### src/rtl/fnd_pkg.sv
// constants for the divider and modulator configuration bank
// assumes a serial port front end that presents word-wide register strobes
package fnd_pkg;
	localparam int ADDR_W = 6;
	localparam int DATA_W = 24;
	localparam int REFDIV_W = 14;
	localparam int INTG_W = 16;
	localparam int FRAC_W = 24;
	localparam int SEED_W = 24;
	localparam int CFG_W = 24;
	localparam int CSP_W = 4;

	localparam logic [ADDR_W-1:0] ADDR_REFDIV = 6'h02;
	localparam logic [ADDR_W-1:0] ADDR_INTG = 6'h03;
	localparam logic [ADDR_W-1:0] ADDR_FRAC = 6'h04;
	localparam logic [ADDR_W-1:0] ADDR_SEED = 6'h05;
	localparam logic [ADDR_W-1:0] ADDR_CFG = 6'h06;

	localparam logic [REFDIV_W-1:0] RST_REFDIV = 14'h0001;
	localparam logic [INTG_W-1:0] RST_INTG = 16'h00C8;
	localparam logic [FRAC_W-1:0] RST_FRAC = 24'h000000;
	localparam logic [SEED_W-1:0] RST_SEED = 24'h000000;
	localparam logic [CFG_W-1:0] RST_CFG = 24'h842E87;

	localparam logic [REFDIV_W-1:0] REFDIV_ILLEGAL = 14'h0000;
	localparam logic [REFDIV_W-1:0] REFDIV_BYPASS = 14'h0001;

	// configuration field positions
	localparam int CFG_ORDER_LO = 8;
	localparam int CFG_CORE_RSTN = 10;
	localparam int CFG_BUF_RSTN = 11;
	localparam int CFG_BYPASS = 12;
	localparam int CFG_AUTOSEED = 13;
	localparam int CFG_FSK_EN = 15;
	localparam int CFG_REFDIV_SEL = 17;
	localparam int CFG_CLK_INV = 18;
	localparam int CFG_CSP_LO = 20;

	typedef enum logic [1:0] {
		FND_ORDER_UNUSED0 = 2'b00,
		FND_ORDER_UNUSED1 = 2'b01,
		FND_ORDER_TYPE1 = 2'b10,
		FND_ORDER_TYPE2 = 2'b11
	} fnd_order_t;
endpackage

### src/rtl/fnd_config.sv
// divider and delta-sigma modulator configuration bank with clock select
// assumes the serial port decoder gives one-cycle write/read strobes on clk_sys
// Functional notes
// reference divide field is 14 bits; 0 illegal, 1 bypass, else divide-by-value.
// integer divide word drives the VCO divider in every mode.
// software keeps integer word 36..65535 fractional, 32..65535 integer.
// 24-bit fractional word applied only in fractional mode.
// in fractional mode the seed register seeds the modulator.
// with keying enabled the seed register is the f1 word instead.
// modulator type code 2 is type 1, code 3 is type 2; 0,1 unused.
// core reset bit low holds the modulator core in reset.
// buffer reset bit low holds the core output buffers in reset.
// software clears both resets for integer mode, only core reset with slip prevention.
// bypass bit ignores modulator output while the modulator keeps clocking.
// with autoseed set every fractional word write also loads the seed; the load pulse reaches the modulator only in fractional mode.
// keying enable bit switches to keying mode, taking input from serial data in.
// clock source bit 1 picks reference divider clock, 0 the VCO divider clock.
// polarity bit set inverts the selected modulator clock.
// four-bit slip correction magnitude passes out; sign chosen by slip logic.
// software writes 011 to config bits 12:10 to enter fractional mode.
// software adjusts charge pump leakage when fractional mode is used.
`timescale 1ns/1ps
module fnd_config (
	input wire logic clk_sys,
	input wire logic resetn,
	input wire logic regWrEn,
	input wire logic regRdEn,
	input wire logic [fnd_pkg::ADDR_W-1:0] regAddr,
	input wire logic [fnd_pkg::DATA_W-1:0] regWrData,
	output logic [fnd_pkg::DATA_W-1:0] regRdData,
	output logic regRdValid,
	input wire logic serialDataIn,
	input wire logic refDivClkIn,
	input wire logic vcoDivClkIn,
	output logic [fnd_pkg::REFDIV_W-1:0] refDivRatio,
	output logic refDivBypass,
	output logic refDivIllegal,
	output logic [fnd_pkg::INTG_W-1:0] vcoIntWord,
	output logic [fnd_pkg::FRAC_W-1:0] vcoFracWord,
	output logic fracMode,
	output logic [fnd_pkg::SEED_W-1:0] modSeedValue,
	output logic modSeedLoad,
	output logic [fnd_pkg::SEED_W-1:0] fskF1Word,
	output logic fskActive,
	output logic fskKey,
	output logic modTypeValid,
	output logic modTypeSel,
	output logic coreResetHold,
	output logic bufferResetHold,
	output logic modOutIgnore,
	output logic modClkLevel,
	output logic modClkTick,
	output logic [fnd_pkg::CSP_W-1:0] cspMagnitude
);
	import fnd_pkg::*;

	// a level is only believed once the last two stages agree
	function automatic logic syncFilter(input logic s2, input logic s3,
		input logic held);
		syncFilter = (s2 == s3) ? s3 : held;
	endfunction

	function automatic logic isWrite(input logic en,
		input logic [ADDR_W-1:0] a, input logic [ADDR_W-1:0] target);
		isWrite = en && (a == target);
	endfunction

	logic [REFDIV_W-1:0] refDiv_reg, refDiv_next;
	logic [INTG_W-1:0] intg_reg, intg_next;
	logic [FRAC_W-1:0] frac_reg, frac_next;
	logic [SEED_W-1:0] seed_reg, seed_next;
	logic [CFG_W-1:0] cfg_reg, cfg_next;
	logic seedLoad_reg, seedLoad_next;
	logic [DATA_W-1:0] rdData_reg, rdData_next;
	logic rdValid_reg, rdValid_next;

	logic [2:0] sdiSync_reg, sdiSync_next;
	logic [2:0] refSync_reg, refSync_next;
	logic [2:0] vcoSync_reg, vcoSync_next;
	logic sdiFilt_reg, sdiFilt_next;
	logic refFilt_reg, refFilt_next;
	logic vcoFilt_reg, vcoFilt_next;
	logic modLevel_reg, modLevel_next;

	logic wrRef, wrInt, wrFrac, wrSeed, wrCfg;
	logic selLevel;
	fnd_order_t order;

	assign wrRef = isWrite(regWrEn, regAddr, ADDR_REFDIV);
	assign wrInt = isWrite(regWrEn, regAddr, ADDR_INTG);
	assign wrFrac = isWrite(regWrEn, regAddr, ADDR_FRAC);
	assign wrSeed = isWrite(regWrEn, regAddr, ADDR_SEED);
	assign wrCfg = isWrite(regWrEn, regAddr, ADDR_CFG);

	always_comb begin
		refDiv_next = refDiv_reg;
		intg_next = intg_reg;
		frac_next = frac_reg;
		seed_next = seed_reg;
		cfg_next = cfg_reg;
		if (wrRef) begin
			refDiv_next = regWrData[REFDIV_W-1:0];
		end
		if (wrInt) begin
			intg_next = regWrData[INTG_W-1:0];
		end
		if (wrFrac) begin
			frac_next = regWrData[FRAC_W-1:0];
		end
		if (wrSeed) begin
			seed_next = regWrData[SEED_W-1:0];
		end
		if (wrCfg) begin
			cfg_next = regWrData[CFG_W-1:0];
		end
		// the load pulse follows the frac write so the new word and seed meet
		seedLoad_next = wrFrac && cfg_reg[CFG_AUTOSEED];
		rdValid_next = regRdEn;
		rdData_next = rdData_reg;
		if (regRdEn) begin
			if (regAddr == ADDR_REFDIV) begin
				rdData_next = {{(DATA_W-REFDIV_W){1'b0}}, refDiv_reg};
			end else if (regAddr == ADDR_INTG) begin
				rdData_next = {{(DATA_W-INTG_W){1'b0}}, intg_reg};
			end else if (regAddr == ADDR_FRAC) begin
				rdData_next = frac_reg;
			end else if (regAddr == ADDR_SEED) begin
				rdData_next = seed_reg;
			end else if (regAddr == ADDR_CFG) begin
				rdData_next = cfg_reg;
			end else begin
				rdData_next = '0;
			end
		end
	end

	always_ff @(posedge clk_sys or negedge resetn) begin
		if (!resetn) begin
			refDiv_reg <= RST_REFDIV;
			intg_reg <= RST_INTG;
			frac_reg <= RST_FRAC;
			seed_reg <= RST_SEED;
			cfg_reg <= RST_CFG;
			seedLoad_reg <= 1'b0;
			rdData_reg <= '0;
			rdValid_reg <= 1'b0;
		end else begin
			refDiv_reg <= refDiv_next;
			intg_reg <= intg_next;
			frac_reg <= frac_next;
			seed_reg <= seed_next;
			cfg_reg <= cfg_next;
			seedLoad_reg <= seedLoad_next;
			rdData_reg <= rdData_next;
			rdValid_reg <= rdValid_next;
		end
	end

	// pin inputs: three stages, first stage feeds only the second
	always_comb begin
		sdiSync_next = {sdiSync_reg[1:0], serialDataIn};
		refSync_next = {refSync_reg[1:0], refDivClkIn};
		vcoSync_next = {vcoSync_reg[1:0], vcoDivClkIn};
		sdiFilt_next = syncFilter(sdiSync_reg[1], sdiSync_reg[2], sdiFilt_reg);
		refFilt_next = syncFilter(refSync_reg[1], refSync_reg[2], refFilt_reg);
		vcoFilt_next = syncFilter(vcoSync_reg[1], vcoSync_reg[2], vcoFilt_reg);
		modLevel_next = selLevel;
	end

	always_ff @(posedge clk_sys or negedge resetn) begin
		if (!resetn) begin
			sdiSync_reg <= 3'h0;
			refSync_reg <= 3'h0;
			vcoSync_reg <= 3'h0;
			sdiFilt_reg <= 1'b0;
			refFilt_reg <= 1'b0;
			vcoFilt_reg <= 1'b0;
			// idle level equals the polarity bit, so release gives no tick
			modLevel_reg <= RST_CFG[CFG_CLK_INV];
		end else begin
			sdiSync_reg <= sdiSync_next;
			refSync_reg <= refSync_next;
			vcoSync_reg <= vcoSync_next;
			sdiFilt_reg <= sdiFilt_next;
			refFilt_reg <= refFilt_next;
			vcoFilt_reg <= vcoFilt_next;
			modLevel_reg <= modLevel_next;
		end
	end

	// divided clocks are far below clk_sys; sampling limits them to ~2.5 MHz
	assign selLevel = (cfg_reg[CFG_REFDIV_SEL] ? refFilt_reg : vcoFilt_reg)
		^ cfg_reg[CFG_CLK_INV];
	assign modClkLevel = modLevel_reg;
	// clocking continues under bypass; only the core reset stops the tick
	assign modClkTick = modLevel_next && !modLevel_reg && cfg_reg[CFG_CORE_RSTN];

	assign order = fnd_order_t'(cfg_reg[CFG_ORDER_LO+1:CFG_ORDER_LO]);
	assign modTypeValid = (order == FND_ORDER_TYPE1)
		|| (order == FND_ORDER_TYPE2);
	assign modTypeSel = (order == FND_ORDER_TYPE2);

	assign refDivRatio = refDiv_reg;
	assign refDivBypass = (refDiv_reg == REFDIV_BYPASS);
	assign refDivIllegal = (refDiv_reg == REFDIV_ILLEGAL);
	assign vcoIntWord = intg_reg;
	assign coreResetHold = !cfg_reg[CFG_CORE_RSTN];
	assign bufferResetHold = !cfg_reg[CFG_BUF_RSTN];
	assign modOutIgnore = cfg_reg[CFG_BYPASS];
	assign fskActive = cfg_reg[CFG_FSK_EN];
	assign fskKey = fskActive && sdiFilt_reg;
	assign fracMode = cfg_reg[CFG_CORE_RSTN] && cfg_reg[CFG_BUF_RSTN]
		&& !cfg_reg[CFG_BYPASS] && !fskActive;
	assign vcoFracWord = fracMode ? frac_reg : '0;
	assign modSeedValue = fracMode ? seed_reg : '0;
	assign modSeedLoad = seedLoad_reg && fracMode;
	assign fskF1Word = fskActive ? seed_reg : '0;
	assign cspMagnitude = cfg_reg[CFG_CSP_LO+CSP_W-1:CFG_CSP_LO];
	assign regRdData = rdData_reg;
	assign regRdValid = rdValid_reg;
endmodule

### config.mk
export PLATFORM = sky130hd
export DESIGN_NAME = fnd_config
export DESIGN_NICKNAME = d
export VERILOG_FILES = /design/src/rtl/fnd_pkg.sv /design/src/rtl/fnd_config.sv
export SDC_FILE = /design/constraint.sdc
export NUM_CORES = 1
export LEC_CHECK = 0
export ABC_CLOCK_PERIOD_IN_PS = 1800
export BUFFER_PORTS_ARGS = -buffer_cell sky130_fd_sc_hd__buf_4
export CAP_MARGIN = 20
export CORE_MARGIN = 1
export CORE_UTILIZATION = 30
export DETAILED_ROUTE_END_ITERATION = 8
export SLEW_MARGIN = 20
export SYNTH_ARGS = -nofsm -noshare
export SYNTH_HDL_FRONTEND = slang
export SYNTH_SLANG_ARGS = --single-unit
### constraint.sdc
create_clock -name clk_sys -period 1.8 [get_ports clk_sys]
set_clock_uncertainty 0.1 [all_clocks]
set_input_delay 0.36 -clock clk_sys [delete_from_list [all_inputs] [get_ports clk_sys]]
set_output_delay 0.36 -clock clk_sys [all_outputs]
set_load 0.02 [all_outputs]
==> results of run 1 <==
[per-stage QoR]
step | utilization (%) | cell area (um^2)
after floorplan | - | 6970
after global placement | 39.4 | 8890
after detailed placement | 39.4 | 8890
after CTS | 44.4 | 10000
after global routing | 44.8 | 10100
final | 44.8 | 10100
[routing by layer]
| metal | up-vias | wire length, um | share of wire [%] |
|---|---|---|---|
| li1 | 2423 | - | - |
| met1 | 2595 | 9710 | 45 |
| met2 | 165 | 10800 | 50 |
| met3 | 15 | 1080 | 5.0 |
| met4 | 0 | 137 | 0.63 |
| met5 | - | 0 | 0 |
[cell families (layout without fill, tap and decap cells)]
| logic type | after synthesis | in the layout |
|---|---|---|
| AOI/OAI and AO/OA | 68 | 68 |
| xor gates and xnor gates | 1 | 1 |
| adders and majority gates | 3 | 3 |
| buffers and inverters | 65 | 301 |
| DFF | 141 | 141 |
| muxes | 116 | 116 |
| and+or+nand+nor | 177 | 177 |
[layout make-up]
| cell class | count | share of cell area, % |
|---|---|---|
| Sequential cell | 141 | 35.1 |
| Multi-Input combinational cell | 365 | 30.8 |
| Timing Repair Buffer | 247 | 23.4 |
| Clock buffer | 22 | 4.78 |
| Tap cell | 285 | 3.52 |
| Clock inverter | 10 | 1.57 |
| Inverter | 22 | 0.816 |
[path summary, 6_finish.rpt]
path,cells past startpoint,to
setup / recovery,6,vcoFracWord[19]
hold / removal,2,frac_reg[22]
setup reg to reg,5,regRdData[15]
hold reg to reg,0,vcoSync_reg[1]
max in group asynchronous,3,vcoIntWord[3]
min in group asynchronous,2,regRdData[16]
[what timing repair did]
item | CTS | global route
hold buffers | 4 | 0
resized for setup | 98 | 46
pin swaps | 12 | 5
buffers inserted | 7 | 0
hold endpoints to repair | 28 | 0
cloned | 4 | 1
setup endpoints to repair | 81 | 79
[power by group]
part	switching [mW]	internal [mW]
Clock	1.36	2.46
Combinational	0.833	0.875
Sequential	0.303	3.55
[placed cells by master (no fill, tap or decap), types with 15 or more instances in the layout]
master / Yosys / layout
sky130_fd_sc_hd__dfrtp_1: 126 / 125
sky130_fd_sc_hd__clkbuf_16: 0 / 18
sky130_fd_sc_hd__buf_12: 0 / 16
sky130_fd_sc_hd__inv_1: 22 / 20
sky130_fd_sc_hd__nand3_1: 21 / 21
sky130_fd_sc_hd__buf_6: 11 / 67
sky130_fd_sc_hd__dfstp_2: 15 / 15
sky130_fd_sc_hd__mux2_2: 103 / 103
sky130_fd_sc_hd__nor2b_1: 18 / 18
sky130_fd_sc_hd__and2_4: 0 / 56
sky130_fd_sc_hd__nor2_1: 15 / 15
sky130_fd_sc_hd__a21oi_1: 24 / 24
sky130_fd_sc_hd__and2_2: 0 / 18
sky130_fd_sc_hd__buf_4: 8 / 156
==> impl_metrics.toml, run 1 <==
[status]
outcome = "finished, violations left"
violations = "setup timing"

[floorplanning]
die_h_um = 153
std_cell_rows = 55
core_area_um2 = 22600
die_w_um = 153
floorplan.die_area_um2 = 23500
floorplan.io_pins = 181
start_util_pct = 30.5

[setup_path]
crit_path_cell_trace = "inv_2 -> nor4_4 -> buf_4 -> buf_12 -> and2_2 -> buf_4"
critical_path_buf_inv_count = 4
critical_path.most_common_cell = "sky130_fd_sc_hd__buf_4"
cp_slowest_cell = "sky130_fd_sc_hd__dfstp_2"
worst-endpoint-arrival_ps = 1870
critical_path.reg2reg.startpoint = "cfg_reg[15]"
crit_start = "cfg_reg[10]"
path_class = "reg2out"
path_max_fanout = 7
cp_data_required_time_ps = 1340
worst_path_largest_cell_delay_ps = 530
end_kind = "primary output"
ff2ff_setup_slack_ps = 280
worst_setup_path_start_kind = "flip-flop"
critPathTopFamily = "buffers and inverters"

[synth]
synth.cell_area_um2 = 6880
yosys.cell_count.top_type = "sky130_fd_sc_hd__dfrtp_1"
synth-xor-area-share_pct = 0.127
synthTopCellsByArea = "sky130_fd_sc_hd__dfrtp_1, sky130_fd_sc_hd__mux2_2, sky130_fd_sc_hd__and2_1, sky130_fd_sc_hd__dfstp_2, sky130_fd_sc_hd__mux2_4"
multiplexer_share_of_the_synthesized_area_pct = 19.5
synth-adder-area-share_pct = 0.436
synth.yosys.seq_area_share_pct = 51.6
unique_cell_type_count_in_the_yosys_netlist = 50
synth_ff_type = "sky130_fd_sc_hd__dfrtp_1"
postSynthRegisterBits = 141
synth-compound-area-share_pct = 7.00
async_flop_share_pct = 100
synth_top_area_share_pct = 45.8
combinational_family_with_the_most_area_after_synthesis = "multiplexers"
avgSynthCellArea_um2 = 12.0
synth-edff-count = 0
synth_warnings = 0
syn_inst = 571
syn_nets = 608
synth_top_area_cell = "sky130_fd_sc_hd__dfrtp_1"
post_synth_and_or_nand_nor_area_fraction_pct = 15.6
synth_top_cells_by_count = "sky130_fd_sc_hd__dfrtp_1, sky130_fd_sc_hd__mux2_2, sky130_fd_sc_hd__and2_1"

[drt]
detail_route.iter0.violations = 239
detailroute.via_count = 5198
ant_nets = 0
finalWirelength_um = 21700
vias_per_cell = 4.76
route.detailed.drc = 0
detail_route.first_pass.iterations = 7
wire_per_inst_um = 19.9

[cts]
clock-sinks = 141
clk_pin_slew_worst_paths_ps = 60
cts_max_path_buffers = 2
tritoncts = "yes"
htree_num_levels = 4
cts_inserted_buffers = 17
clk_root_buffer_cell = "sky130_fd_sc_hd__clkbuf_16"
clk-insertion-delay-late_ps = 420

[global_route]
grt_busiest_layer = "met2"
grt_pass1_wl_um = 33200
grt_pass1_vias = 5482
initial_antenna_violation_count = 0
gr_layer_usage_met2_pct = 31.7
globalRouteTotalUtil_pct = 18.9
grt_use_met1_pct = 24.5
maximum_number_of_pins_on_one_net_before_global_route_repair = 40
overflow = 0
grtUsageMet3_pct = 4.62

[timing]
max_clock_freq_mhz = 430
setup_violations = 78
min_period_over_period_pct = 129
final_critical_path_setup_slack_ps = -526
timing.hold.ws_ps = 93.6
drv_slew = 0
grt_setup_unrepaired = "yes"
worst_pin_slew_ps = 476
tns_ps = -26400
finalWorstPathRequiredPeriod_ps = 2330
report.final.hold_viol_count = 0
timing.slew.headroom_pct = 68.3

[finish]
num_antenna_cells = 0
drive_above_1_share_pct = 61.7
area.sequential_um2 = 3550
nNetsFinal = 831
area_occupied_by_multi_input_gates_um2 = 3120
layout-area-overhead-vs-synth_pct = 47.1
final.fill_count = 2116
final-instance-count-excl-fill = 1092

[placement]
placed_cells_incl_taps = 1047
gp_congestion = 0.760
place.port_buffers = 180
place_hpwl_um = 14700
place_worst_setup_slack_ps = -215

[power]
vdd_ir_drop_max_mv = 0.621
total_power_mw = 9.39
p_leak_nw = 4.82
cellPowerDensity_nw_per_um2 = 927

[worst_hold_path]
startpoint_of_the_worst_hold_path = "regWrData[22]"
hp-class = "in2reg"

[job]
max-cap-violations = 0
(Power assumes the default switching activity.)
==> run 2, diff against run 1 <==
ABC_AREA = 1   (was default)
==> run 2 against run 1 <==
Compared with the run above: the flow finishes with violations (DRC, setup timing); global-route usage is 0.85 points higher; worst hold slack worse by 38 ps; total power is 11% higher; maximum frequency is 5.0% lower; register-to-register slack worse by 190 ps; non-clock buffer count is 7 higher; combinational power is 74% higher; clock-buffer cell count is 4 lower.
==> impl_metrics.toml, run 2 <==
[cts]
clock-sinks = 141
cts_max_path_buffers = 2
clk-insertion-delay-late_ps = 420
htree_num_levels = 4
tritoncts = "yes"
clk_root_buffer_cell = "sky130_fd_sc_hd__clkbuf_16"
cts_inserted_buffers = 17
clk_pin_slew_worst_paths_ps = 60

[global_route]
overflow = 0
initial_antenna_violation_count = 0
globalRouteTotalUtil_pct = 19.7
grt_use_met1_pct = 25.4
maximum_number_of_pins_on_one_net_before_global_route_repair = 41
grt_pass1_wl_um = 35100
grt_pass1_vias = 6304
grt_busiest_layer = "met2"
grtUsageMet3_pct = 3.51
gr_layer_usage_met2_pct = 33.7

[placement]
gp_congestion = 0.816
place.port_buffers = 180
detailed_place.area_um2 = 8900
place_hpwl_um = 16100

[synth]
synth_warnings = 0
unique_cell_type_count_in_the_yosys_netlist = 27
synthTopCellsByArea = "sky130_fd_sc_hd__dfrtp_1, sky130_fd_sc_hd__nand2_1, sky130_fd_sc_hd__inv_1, sky130_fd_sc_hd__o21ai_0, sky130_fd_sc_hd__dfstp_2"
syn_inst = 883
avgSynthCellArea_um2 = 7.65
synth-edff-count = 0
postSynthRegisterBits = 141
synth_top_cells_by_count = "sky130_fd_sc_hd__nand2_1, sky130_fd_sc_hd__inv_1, sky130_fd_sc_hd__dfrtp_1"
synth_ff_type = "sky130_fd_sc_hd__dfrtp_1"
synth_top_area_cell = "sky130_fd_sc_hd__dfrtp_1"
synth_top_area_share_pct = 46.7
async_flop_share_pct = 100
syn_nets = 920
synth.yosys.seq_area_share_pct = 52.5
synth.cell_area_um2 = 6760
yosys.cell_count.top_type = "sky130_fd_sc_hd__nand2_1"

[floorplanning]
floorplan.die_area_um2 = 23100
start_util_pct = 30.8
die_w_um = 152
std_cell_rows = 54
die_h_um = 152
floorplan.io_pins = 181
core_area_um2 = 22000

[setup_path]
path_max_fanout = 15
worst_setup_path_start_kind = "flip-flop"
path_class = "reg2out"
end_kind = "primary output"
critical_path_buf_inv_count = 5
worst-endpoint-arrival_ps = 1990
critPathTopFamily = "buffers and inverters"
worst_path_largest_cell_delay_ps = 540
crit_path_cell_trace = "inv_2 -> nor4_4 -> clkinv_2 -> buf_6 -> buf_12 -> nor2_1 -> buf_4"
cp_data_required_time_ps = 1340
cp_slowest_cell = "sky130_fd_sc_hd__dfstp_2"

[finish]
most_frequent_cells_in_the_layout = "sky130_fd_sc_hd__nand2_1, sky130_fd_sc_hd__buf_4, sky130_fd_sc_hd__dfrtp_1"
nNetsFinal = 1143
drive_above_1_share_pct = 36.3
layout.cells.most_common = "sky130_fd_sc_hd__nand2_1"
layout-area-overhead-vs-synth_pct = 51.7
finish.utilization_pct = 46.7
finalInstanceArea_um2 = 10300
num_antenna_cells = 0

[timing]
grt_setup_unrepaired = "yes"
timing.slew.headroom_pct = 53.0
max_clock_freq_mhz = 409
drv_slew = 0
final_critical_path_setup_slack_ps = -648
worst_pin_slew_ps = 702
report.final.hold_viol_count = 0
min_period_over_period_pct = 136
finalWorstPathRequiredPeriod_ps = 2450
setup_violations = 79

[drt]
detail_route.first_pass.iterations = 7
route.detailed.drc = 20
ant_nets = 0
detailroute.via_count = 6457
wire_per_inst_um = 16.2
detail_route.iter0.violations = 364
finalWirelength_um = 22600
vias_per_cell = 4.62

[power]
cellPowerDensity_nw_per_um2 = 1020
power.switching_fraction_pct = 33.4
power_dissipated_by_switching_net_loads_mw = 3.49
vdd_ir_drop_max_mv = 0.647
internal-power_mw = 6.96
share_of_power_burned_in_registers_pct = 37.7
pwr-share-clk_pct = 33.8
p_comb_share_pct = 28.5
p_leak_nw = 5.14

[worst_hold_path]
hp-class = "in2reg"

[status]
violations = "DRC, setup timing"
outcome = "finished, violations left"

[job]
max-cap-violations = 0
## run 2: final timing paths
check / to / startpoint / slack [ps] / cells past startpoint
worst min-delay path: cfg_reg[21] / regWrData[21] / 60 / 3
max in group asynchronous: cfg_reg[23] / resetn / 710 / 3
min in group asynchronous: regRdData[2] / resetn / 270 / 2
worst max register to register: regRdData[15] / cfg_reg[15] / 90 / 8
worst min register to register: refSync_reg[1] / refSync_reg[0] / 250 / 0
worst max-delay path: vcoFracWord[18] / cfg_reg[11] / -650 / 7
## run 2: routing by layer
metal,wire [um],vias to the layer above
li1,-,3178
met1,9850,3070
met2,11300,187
met3,1050,22
met4,396,0
met5,0,-
## run 2: tightest hold or removal path: cells and delay by family
kind / cells / cell delay [ps]
compound gates: 1 / 50
simple gates: 1 / 40
buf+inv: 1 / 80
## run 2: kinds of logic after synthesis
group	after synthesis	synth area share [%]
xor+xnor	1	0.130
simple gates	420	26.2
buf+inv	194	11.4
flops	141	52.5
fa+ha+maj	3	0.444
compound gates	124	9.33
## run 2: repair_timing
action,in CTS,in global routing
setup endpoints to repair,80,81
pin swaps,8,4
hold buffers,4,0
endpoints found under the hold margin,48,0
setup buffers,18,4
gates resized for setup,95,55
gates cloned,4,1
## run 2: power groups by stage
stage	Clock (mW)	Combinational, mW	Sequential [mW]
global route	3.76	3.20	4.00
floorplan	0	1.18	4.08
detailed placement	0	2.36	3.98
CTS	3.60	2.86	3.93
finish	3.53	2.98	3.94
global placement	0	2.33	3.97
## run 2: layout make-up
type | count | area (um^2)
clock buffer | 18 | 429
sequential | 141 | 3550
fill | 2177 | 11700
clock inverter | 14 | 159
inverter | 144 | 542
timing repair buffer | 254 | 2400
multi-input combinational | 548 | 2830
tap | 280 | 350
## run 2: per-stage QoR
| stage | worst slack [ps] | power, mW | setup TNS (ps) | std cells | hold WS (ps) |
|---|---|---|---|---|---|
| after floorplan | -360 | 5.26 | -15010 | 883 | -35.6 |
| after global placement | -168 | 6.30 | -7590 | 1340 | 139 |
| after detailed placement | -229 | 6.34 | -9610 | 1340 | 140 |
| after CTS | -620 | 10.4 | -34870 | 1396 | 39.5 |
| after global routing | -748 | 11.0 | -40340 | 1399 | 55.1 |
| final | -648 | 10.4 | -34020 | 1399 | 55.8 |
==> run 3, diff against run 2 <==
CORE_ASPECT_RATIO = 1.75   (was default)
==> run 3 against run 2 <==
Compared with the run above: the flow finishes with violations (setup timing); first-iteration DRC count up 4.7%; non-clock buffer count up 3; die area up 0.10%; critical path depth unchanged; maximum frequency up 2.5%; routed wire length up 4.8%; global-route usage up 1.2 points; clock power up 6.8%; sequential share of layout area down 0.88 points; critical endpoint is now vcoFracWord[5].
==> impl_metrics.toml, run 3 (synthesis gave the netlist of run 2 again) <==
[global_route]
globalRouteTotalUtil_pct = 20.9
overflow = 0
grt_pass1_vias = 6449
grt_pass1_wl_um = 35800
initial_antenna_violation_count = 0
maximum_number_of_pins_on_one_net_before_global_route_repair = 57

[timing]
drv_slew = 0
worst_pin_slew_ps = 729
final_critical_path_setup_slack_ps = -587
max_clock_freq_mhz = 419
min_period_over_period_pct = 133
report.final.hold_viol_count = 0
tns_ps = -30430
grt_setup_unrepaired = "yes"
finalWorstPathRequiredPeriod_ps = 2390
timing.slew.headroom_pct = 51.2
setup_violations = 78

[power]
vdd_ir_drop_max_mv = 0.608
cellPowerDensity_nw_per_um2 = 1040
p_leak_nw = 5.23
total_power_mw = 10.9

[job]
max-cap-violations = 0

[placement]
gp_congestion = 0.844
place.port_buffers = 180
place_hpwl_um = 16500
place_worst_setup_slack_ps = -246
detailed_place.area_um2 = 8970

[cts]
cts_inserted_buffers = 17
clk_root_buffer_cell = "sky130_fd_sc_hd__clkbuf_16"
clock-sinks = 141
clk-insertion-delay-late_ps = 420
cts_max_path_buffers = 2
htree_num_levels = 4
tritoncts = "yes"
clk_pin_slew_worst_paths_ps = 70

[setup_path]
critical_path_cell_count = 7
reg2regPathDepth = 7
critPathTopFamily = "buffers and inverters"
worst-endpoint-arrival_ps = 1930
worst_setup_path_start_kind = "flip-flop"
path_class = "reg2out"
cp_slowest_cell = "sky130_fd_sc_hd__dfstp_2"
path_max_fanout = 7
crit_path_cell_trace = "inv_2 -> nor4_4 -> inv_4 -> buf_12 -> buf_16 -> nor2_4 -> buf_6"
cp_data_required_time_ps = 1340
end_kind = "primary output"
worst_path_largest_cell_delay_ps = 530
critical_path_buf_inv_count = 5

[worst_hold_path]
hp-class = "in2reg"
worst_hold_path.num_cells = 3

[finish]
nNetsFinal = 1146
finish.utilization_pct = 47.7
finalInstanceArea_um2 = 10500
most_frequent_cells_in_the_layout = "sky130_fd_sc_hd__nand2_1, sky130_fd_sc_hd__buf_4, sky130_fd_sc_hd__inv_1"
layout-area-overhead-vs-synth_pct = 55.7
layout.cells.most_common = "sky130_fd_sc_hd__nand2_1"
area.sequential_um2 = 3550
num_antenna_cells = 0
area_occupied_by_multi_input_gates_um2 = 2930
drive_above_1_share_pct = 35.6
final.fill_count = 2119

[drt]
detailroute.via_count = 6425
detail_route.first_pass.iterations = 5
route.detailed.drc = 0
detail_route.iter0.violations = 381
vias_per_cell = 4.53
finalWirelength_um = 23700
ant_nets = 0
wire_per_inst_um = 16.7

[floorplanning]
start_util_pct = 30.6
floorplan.io_pins = 181
core_area_um2 = 22100
std_cell_rows = 72
die_h_um = 201
floorplan.die_area_um2 = 23200
die_w_um = 115

[status]
violations = "setup timing"
outcome = "finished, violations left"
-- run 3: cell types whose count changed in the layout (fill, tap and decap cells not counted), moves of 3 or more --
cell and delta:
sky130_fd_sc_hd__buf_4 -13, sky130_fd_sc_hd__buf_6 +14, sky130_fd_sc_hd__nor2_4 +20, sky130_fd_sc_hd__nor2_1 -6
sky130_fd_sc_hd__nand2_1 +12, sky130_fd_sc_hd__inv_1 +3, sky130_fd_sc_hd__inv_2 -4, sky130_fd_sc_hd__nor2_2 -14
sky130_fd_sc_hd__nand2_2 -10
-- run 3: routing by layer --
layer	GRT usage [%]	wire, um	up-vias
met4	8.81	610	0
met3	3.68	1180	34
li1	-	-	3187
met2	36.8	12600	209
met5	0	0	-
met1	24.5	9310	2995
-- run 3: layout make-up --
class,count,area share (%)
multi-input cells,548,27.8
inverters,144,5.18
flip-flops and latches,141,33.7
clock inverters,13,1.80
repair buffers,257,23.9
well taps,296,3.52
clock buffers,18,4.08
-- run 3: per-stage QoR --
| step | cells | hold WS (ps) |
|---|---|---|
| after floorplan | 883 | -35.6 |
| after global placement | 1364 | 127 |
| after detailed placement | 1364 | 127 |
| after CTS | 1408 | 35.1 |
| after global routing | 1417 | 42.9 |
| final | 1417 | 46.8 |
-- run 3: worst paths after layout --
kind / startpoint / slack [ps] / end
min reg2reg: vcoSync_reg[0] / 250 / vcoSync_reg[1]
min: regWrData[4] / 50 / refDivRatio[4]
min in group asynchronous: resetn / 250 / regRdData[4]
max: cfg_reg[11] / -590 / vcoFracWord[5]
max in group asynchronous: resetn / 710 / cfg_reg[13]
max reg2reg: cfg_reg[15] / 310 / regRdData[15]
-- run 3: timing repair --
item,CTS,global route
pin swaps,3,9
endpoints found under the setup margin,79,79
buffers inserted,7,8
gates resized for setup,118,60
hold buffers,4,0
endpoints found under the hold margin,32,0
gates cloned,4,3
-- run 3: worst reg2reg max path, delay by kind of cell, from the launching register on --
family          cells  cell delay, ps
compound gates      2             210
buf+inv             3             500
flops               1             430
simple gates        2             130
-- run 3: power by group --
group	total, mW	internal (mW)	leakage, nW	switching, mW
sequential	3.94	3.63	1.76	0.313
combinational	3.23	1.40	3.17	1.84
clock	3.77	2.32	0.297	1.44
